`config.mk`:
```
export PLATFORM = sky130hd
export DESIGN_NAME = vme_a24_slave_to_wishbone_master
export DESIGN_NICKNAME = d
export VERILOG_FILES = /design/src/shared/vme_bridge_pkg.sv /design/src/rtl/vme_a24_slave_to_wishbone_master.sv
export SDC_FILE = /design/constraint.sdc
export NUM_CORES = 1
export LEC_CHECK = 0
export BUFFER_PORTS_ARGS = -buffer_cell sky130_fd_sc_hd__buf_2
export CELL_PAD_IN_SITES_DETAIL_PLACEMENT = 1
export CELL_PAD_IN_SITES_GLOBAL_PLACEMENT = 1
export CORE_UTILIZATION = 40
export CTS_BUF_LIST = sky130_fd_sc_hd__clkbuf_16
export DETAILED_ROUTE_END_ITERATION = 6
export PLACE_DENSITY = 0.83
export SLEW_MARGIN = 25
export SYNTH_ARGS = -nofsm -noshare
export SYNTH_HDL_FRONTEND = slang
export SYNTH_SLANG_ARGS = --single-unit
```
`constraint.sdc`:
```
create_clock -name clk_in -period 4.5 [get_ports clk_in]
set_input_delay 0.225 -clock clk_in [delete_from_list [all_inputs] [get_ports clk_in]]
set_output_delay 0.225 -clock clk_in [all_outputs]
set_load 0.005 [all_outputs]
```
`src/shared/vme_bridge_pkg.sv`:
```
package vme_bridge_pkg;

   ////////////////////////////////////////////////////////////////////////////
   // Clock bounds for the strobe sampler
   localparam int CLK_PERIOD_NS    = 20;
   localparam int CLK_MIN_KHZ      = 33333;
   localparam int CLK_MAX_KHZ      = 50000;
   localparam int CLK_RATE_KHZ     = 1000000 / CLK_PERIOD_NS;

   ////////////////////////////////////////////////////////////////////////////
   // Accepted address modifier codes
   localparam logic [5:0] AM_CODE_0 = 6'h3E;
   localparam logic [5:0] AM_CODE_1 = 6'h3D;
   localparam logic [5:0] AM_CODE_2 = 6'h3A;
   localparam logic [5:0] AM_CODE_3 = 6'h39;

   ////////////////////////////////////////////////////////////////////////////
   // Field positions and widths
   localparam int BASE_HI     = 23;
   localparam int BASE_LO     = 19;
   localparam int BASE_W      = BASE_HI - BASE_LO + 1;
   localparam int ADR_HI      = 18;
   localparam int ADR_LO      = 2;
   localparam int ADR_W       = ADR_HI - ADR_LO + 1;
   localparam int SEL_W       = 4;
   localparam int DAT_W       = 32;

   // Tags: address tag bit 0 = A24 space; cycle tag 0 = single data cycle
   localparam int TGA_W       = 1;
   localparam int TGC_W       = 2;
   localparam logic [TGA_W-1:0] TGA_A24    = 1'h1;
   localparam logic [TGC_W-1:0] TGC_SINGLE = 2'h0;

   // Extra settle cycles before the read acknowledge
   localparam logic [1:0] READ_SETTLE = 2'h1;

   ////////////////////////////////////////////////////////////////////////////
   // Types
   typedef enum logic [2:0]
   {
      ST_IDLE   = 3'b000,
      ST_STROBE = 3'b001,
      ST_SETTLE = 3'b010,
      ST_TERM   = 3'b011,
      ST_WAIT   = 3'b100
   } seq_state_t;

   typedef struct packed
   {
      logic [ADR_W-1:0] adr;
      logic [SEL_W-1:0] sel;
      logic [DAT_W-1:0] dat;
      logic [TGA_W-1:0] tga;
      logic [TGC_W-1:0] tgc;
      logic             we;
   } wb_req_t;

endpackage

```
`src/rtl/vme_a24_slave_to_wishbone_master.sv`:
```
// Notes on behaviour
// - On retry, release and repeat the cycle.
// - Drive one select per byte lane.
// - Strobe marks the valid transfer phase.
// - Address tag travels with the address.
// - Cycle tag qualified by cycle output.
// - Write enable low reads, high writes.
// - DTACK one edge after ack; reads one more.
// - Error termination drives bus error instead.
// - Select on AM code, base match, enable.
// - Selects held until termination or strobe abort.
`timescale 1ns/1ns
module vme_a24_slave_to_wishbone_master
(
   // Clock, reset, enable
   input  wire logic                               clk_in,
   input  wire logic                               rst_b_in,
   input  wire logic                               clk_en_in,
   // VMEbus side (active-low strobes)
   input  wire logic [23:1]                        vme_addr_in,
   input  wire logic [5:0]                         vme_am_in,
   input  wire logic [31:0]                        vme_data_in,
   input  wire logic                               vme_as_b_in,
   input  wire logic                               vme_ds0_b_in,
   input  wire logic                               vme_ds1_b_in,
   input  wire logic                               vme_lword_b_in,
   input  wire logic                               vme_iack_b_in,
   input  wire logic                               vme_write_b_in,
   output logic [31:0]                             vme_data_out,
   output logic                                    vme_data_oe_b_out,
   output logic                                    vme_transfer_ack_out,
   output logic                                    vme_bus_error_out,
   // Base address and enable
   input  wire logic [vme_bridge_pkg::BASE_W-1:0]  slave_base_compare_in,
   input  wire logic                               slave_enable_in,
   // WISHBONE master
   output logic                                    cyc_out,
   output logic                                    stb_out,
   output logic                                    we_out,
   output logic [vme_bridge_pkg::ADR_W-1:0]        adr_out,
   output logic [vme_bridge_pkg::SEL_W-1:0]        sel_out,
   output logic [vme_bridge_pkg::DAT_W-1:0]        dat_out,
   output logic [vme_bridge_pkg::TGA_W-1:0]        tga_out,
   output logic [vme_bridge_pkg::TGC_W-1:0]        tgc_out,
   output logic                                    a24_active_out,
   input  wire logic [vme_bridge_pkg::DAT_W-1:0]   dat_in,
   input  wire logic                               ack_in,
   input  wire logic                               err_in,
   input  wire logic                               rty_in
);
   import vme_bridge_pkg::*;

   ////////////////////////////////////////////////////////////////////////////
   // Two-stage synchronisers for all backplane inputs
   localparam int SYNC_W = 23 + 6 + 32 + 6 + BASE_W + 1;
   logic [SYNC_W-1:0] sync1_reg;
   logic [SYNC_W-1:0] sync2_reg;
   logic [SYNC_W-1:0] sync_next;

   always_comb
   begin
      sync_next = {vme_addr_in, vme_am_in, vme_data_in, vme_as_b_in,
                   vme_ds0_b_in, vme_ds1_b_in, vme_lword_b_in,
                   vme_iack_b_in, vme_write_b_in, slave_base_compare_in,
                   slave_enable_in};
   end

   always_ff @(posedge clk_in or negedge rst_b_in)
   begin
      if (!rst_b_in)
      begin
         sync1_reg <= '1;
         sync2_reg <= '1;
      end
      else if (clk_en_in)
      begin
         sync1_reg <= sync_next;
         sync2_reg <= sync1_reg;
      end
   end

   logic [23:1] s_addr;
   logic [5:0]  s_am;
   logic [31:0] s_data;
   logic        s_as_b;
   logic        s_ds0_b;
   logic        s_ds1_b;
   logic        s_lword_b;
   logic        s_iack_b;
   logic        s_write_b;
   logic [4:0]  s_base;
   logic        s_en;

   assign {s_addr, s_am, s_data, s_as_b, s_ds0_b, s_ds1_b, s_lword_b,
           s_iack_b, s_write_b, s_base, s_en} = sync2_reg;

   ////////////////////////////////////////////////////////////////////////////
   // Address decode and lane selection
   logic       am_ok;
   logic       selected;
   logic       ds_any;
   logic       ds_both;
   logic [3:0] lanes;

   always_comb
   begin
      am_ok = (s_am == AM_CODE_0) || (s_am == AM_CODE_1) ||
              (s_am == AM_CODE_2) || (s_am == AM_CODE_3);
      selected = am_ok && s_en && !s_as_b && s_iack_b &&
                 (s_addr[BASE_HI:BASE_LO] == s_base);
      ds_any  = !s_ds0_b || !s_ds1_b;
      ds_both = !s_ds0_b && !s_ds1_b;
      lanes   = 4'h0;
      if (!s_lword_b)
      begin
         lanes = 4'hF;
      end
      else if (s_addr[1])
      begin
         lanes = {2'h0, !s_ds1_b, !s_ds0_b};
      end
      else
      begin
         lanes = {!s_ds1_b, !s_ds0_b, 2'h0};
      end
   end

   ////////////////////////////////////////////////////////////////////////////
   // Sequencer
   seq_state_t  state_reg;
   seq_state_t  state_next;
   wb_req_t     req_reg;
   wb_req_t     req_next;
   logic        cyc_reg;
   logic        cyc_next;
   logic        dtack_reg;
   logic        dtack_next;
   logic        berr_reg;
   logic        berr_next;
   logic        drive_reg;
   logic        drive_next;
   logic [31:0] rdata_reg;
   logic [31:0] rdata_next;
   logic [1:0]  settle_reg;
   logic [1:0]  settle_next;
   logic        abort;
   logic        go;

   always_comb
   begin
      state_next  = state_reg;
      req_next    = req_reg;
      cyc_next    = cyc_reg;
      dtack_next  = dtack_reg;
      berr_next   = berr_reg;
      drive_next  = drive_reg;
      rdata_next  = rdata_reg;
      settle_next = settle_reg;
      abort       = !ds_both && !(s_lword_b && ds_any);
      go          = selected && ds_any &&
                    (ds_both || (s_lword_b && ds_any));
      case (state_reg)
         ST_IDLE:
         begin
            if (go)
            begin
               req_next.adr = s_addr[ADR_HI:ADR_LO];
               req_next.sel = lanes;
               req_next.we  = !s_write_b;
               req_next.dat = s_data;
               req_next.tga = TGA_A24;
               req_next.tgc = TGC_SINGLE;
               cyc_next     = 1'b1;
               state_next   = ST_STROBE;
            end
         end
         ST_STROBE:
         begin
            if (abort)
            begin
               cyc_next     = 1'b0;
               req_next.sel = 4'h0;
               state_next   = ST_IDLE;
            end
            else if (ack_in || err_in)
            begin
               cyc_next     = 1'b0;
               req_next.sel = 4'h0;
               rdata_next   = dat_in;
               if (err_in)
               begin
                  berr_next  = 1'b1;
                  state_next = ST_TERM;
               end
               else if (req_reg.we)
               begin
                  dtack_next = 1'b1;
                  state_next = ST_TERM;
               end
               else
               begin
                  drive_next  = 1'b1;
                  settle_next = READ_SETTLE;
                  state_next  = ST_SETTLE;
               end
            end
            else if (rty_in)
            begin
               cyc_next   = 1'b0;
               state_next = ST_WAIT;
            end
         end
         ST_SETTLE:
         begin
            settle_next = settle_reg - 2'h1;
            if (settle_reg == 2'h1)
            begin
               dtack_next = 1'b1;
               state_next = ST_TERM;
            end
         end
         ST_TERM:
         begin
            if (!ds_any)
            begin
               dtack_next = 1'b0;
               berr_next  = 1'b0;
               drive_next = 1'b0;
               state_next = ST_IDLE;
            end
         end
         ST_WAIT:
         begin
            if (abort)
            begin
               req_next.sel = 4'h0;
               state_next   = ST_IDLE;
            end
            else
            begin
               cyc_next   = 1'b1;
               state_next = ST_STROBE;
            end
         end
         default:
         begin
            state_next = ST_IDLE;
         end
      endcase
   end

   always_ff @(posedge clk_in or negedge rst_b_in)
   begin
      if (!rst_b_in)
      begin
         state_reg  <= ST_IDLE;
         req_reg    <= '0;
         cyc_reg    <= 1'b0;
         dtack_reg  <= 1'b0;
         berr_reg   <= 1'b0;
         drive_reg  <= 1'b0;
         rdata_reg  <= '0;
         settle_reg <= 2'h0;
      end
      else if (clk_en_in)
      begin
         state_reg  <= state_next;
         req_reg    <= req_next;
         cyc_reg    <= cyc_next;
         dtack_reg  <= dtack_next;
         berr_reg   <= berr_next;
         drive_reg  <= drive_next;
         rdata_reg  <= rdata_next;
         settle_reg <= settle_next;
      end
   end

   ////////////////////////////////////////////////////////////////////////////
   // Outputs; backplane acknowledges are active low
   assign cyc_out              = cyc_reg;
   assign stb_out              = cyc_reg;
   assign we_out               = req_reg.we;
   assign adr_out              = req_reg.adr;
   assign sel_out              = req_reg.sel;
   assign dat_out              = req_reg.dat;
   assign tga_out              = req_reg.tga;
   assign tgc_out              = req_reg.tgc;
   assign a24_active_out       = cyc_reg;
   assign vme_data_out         = rdata_reg;
   assign vme_data_oe_b_out    = !drive_reg;
   assign vme_transfer_ack_out = !dtack_reg;
   assign vme_bus_error_out    = !berr_reg;
endmodule

```
==> summary.txt <==
Clock tree
  • Setup repair bufs after CTS: 0
  • CTS buffer count: 27
  • Root Driver: clkbuf_16
  • Clock slew at reported path FFs: 0.06 ns
  • CTS Sinks: 240
  • Maximum clock path buffer count: 3
  • H-tree depth: 1
  • CTS tree: built
  • Worst skew pair latency: 0.51 ns

Detailed routing
  • Iter 0 DRT Violations: 141
  • Vias: 5961
  • DR DRC count: 0
  • Antenna Nets Post-Route: 0
  • Drt first pass iters: 4
  • Routed WL per cell: 17.7 um
  • Total routed wirelength: 22000 um
  • Number of vias per cell: 4.80

Floorplanning
  • Effective utilization at floorplan: 0.411
  • # rows: 56
  • Die area: 0.0249 mm2
  • Die width: 158 um
  • Chip Height: 158 um
  • I/O pin count: 206
  • Area of the core: 0.0236 mm2

Global routing
  • Initial antenna violation count: 1
  • First-pass GRT wire length: 35300 um
  • Largest net degree at the start of global routing: 132
  • Overflow after GRT: 0
  • Number of global-route vias before repair: 6716
  • Global-route usage over all layers: 0.180

STA
  • Fin crit period: 3.05 ns
  • Final hold vios: 0
  • Worst Tran Pin Value: 0.958 ns
  • Max Freq: 328 MHz
  • Rel. slew slack: 0.360
  • Final Cycle Share: 0.678
  • Clock skew: 0.0130 ns
  • Final setup fails: 0
  • Setup TNS: 0 ns
  • RSZ-0062 raised after global routing: false
  • Final Max Slew Viols: 0

Layout
  • Share of cells above drive strength 1: 0.667
  • Layout Area Growth over Synthesis: 32.6%
  • Post-layout nets: 1015

Synth
  • Syn avg cell area: 16.4 um2
  • FFs w/ async S/R, synth: 1.00
  • Commonest cells post-synth: mux2_2, dfstp_2, dfrtp_1, mux2_4, clkbuf_1
  • Most common cell in the synthesized netlist: mux2_2
  • Share of the synthesized area in the top cell type: 0.390
  • Warnings from Yosys: 0
  • Post-synth cell types: 44
  • Largest area contributor in the netlist: dfstp_2
  • Yosys reg bits: 240
  • Post-synth EDFFs: 0
  • Post-Syn Instances: 590
  • Sequential fraction of the synthesis area: 0.638
  • Post-synthesis cell area: 0.00970 mm2
  • Synth top area cells: dfstp_2, dfrtp_1, mux2_2
  • Main synth FF type: dfstp_2

Setup path
  • Crit Path Max Fanout: 32
  • Setup crit start kind: register
  • CP Class: register to register
  • CP Data Required Time: 4.89 ns
  • Crit path DAT: 3.44 ns
  • CP Capture Type: register

Power and ir drop
  • Sw Share: 0.250
  • Int Pwr: 4280 uW
  • Leakage Power: 0.00601 uW
  • Maximum vdd drop: 0.386 mV
  • Power Density: 444 mW/mm2
  • Clk pwr share: 0.343
  • Psw: 1430 uW
  • Design Power: 5710 uW
  • Comb pwr share: 0.162
  • Reg power frac: 0.494

Placed design
  • Detail Placement HPWL: 12900 um
  • Port bufs: 202
  • RD Place Congestion: 0.784

Hold path
  • Worst Hold Class: input port to register

Run status
  • Outcome: finished clean

Flow run
  • MaxCap Viol Count: 0
## stage by stage
stage               utilization  hold slack [ns]  instance area [um2]  std cells  worst slack (ns)
global placement          0.466            0.406                11000       1087              1.42
floorplan                     -          -0.0706                 9710        591              2.63
global route              0.545           0.0423                12900       1243              1.28
CTS                       0.544           0.0335                12800       1241              1.38
finish                    0.545           0.0570                12900       1243              1.45
detailed placement        0.466            0.412                11000       1087              1.39
## cell usage in the layout (no fill, tap or decap), types with 3 or more instances in the layout
| cell type | n |
|---|---|
| nand2b_1 | 6 |
| a31oi_1 | 4 |
| nor2_1 | 9 |
| nor3_1 | 5 |
| mux2_4 | 47 |
| dlygate4sd3_1 | 105 |
| o21ai_0 | 13 |
| buf_2 | 200 |
| clkbuf_16 | 27 |
| dfstp_2 | 144 |
| mux2_2 | 177 |
| dfrtp_1 | 96 |
| clkinv_2 | 3 |
| a21oi_1 | 3 |
| a211oi_1 | 3 |
| inv_1 | 21 |
| clkinv_1 | 6 |
| nand2_1 | 5 |
| buf_4 | 7 |
| a22o_1 | 5 |
| xor2_1 | 5 |
## repair_timing
action	4_1_cts	5_1_grt
hold buffers	105	0
resized for setup	0	0
endpoints found under the hold margin	147	0
## cell families (layout without fill, tap and decap cells)
family | after synthesis | in the layout | synth area share
mux | 224 | 224 | 0.278
flops | 240 | 240 | 0.638
compound gates | 38 | 38 | 0.0279
buf+inv | 41 | 373 | 0.0226
xor+xnor | 6 | 6 | 0.00542
fa+ha+maj | 1 | 1 | 0.00129
simple gates | 39 | 39 | 0.0268
other cells | 1 | 3 | 0.000386
## final cells by class
cell class                 instances  area, um2
fill                            2303      10700
sequential                       240       6190
multi-input combinational        310       3300
timing repair buffer             315       2160
clock buffer                      27        676
tap                              319        399
clock inverter                    22        113
inverter                           9       33.8
antenna                            1       2.50
## power by group through the flow
stage	Sequential [uW]	Clock [uW]	Combinational [uW]
6_report	2820	1960	928
2_1_floorplan	2800	0	515
5_1_grt	2870	2110	1040
4_1_cts	2820	2040	927
3_5_place_dp	2850	0	851
3_3_place_gp	2820	0	813
## metal layers
metal  vias up  global-route usage  wire (um)
met4         0              0.0467        474
met2       148               0.327      11500
met3        39              0.0389       1120
met5         -                   0          0
met1      3046               0.214       8840
li1       2728                   -          -
## final timing paths
kind / startpoint / end / slack, ns / depth (start not counted)
max in group asynchronous: rst_b_in / sync1_reg[21] / 3.02 / 4
max reg2reg: state_reg[0] / adr_out[15] / 1.45 / 5
max: state_reg[0] / adr_out[15] / 1.45 / 5
min reg2reg: tga_out / tga_out / 0.47 / 1
min: err_in / berr_reg / 0.06 / 3
min in group asynchronous: rst_b_in / dat_out[20] / 0.24 / 2
## worst max-delay path, cell delays in order (launching register included)
cell and delay (ns):
dfrtp_1 0.52, nand2b_1 0.32, a2111oi_4 0.37, nand4_4 0.77, buf_4 0.58, mux2_4 0.35
(Power assumes the default switching activity.)
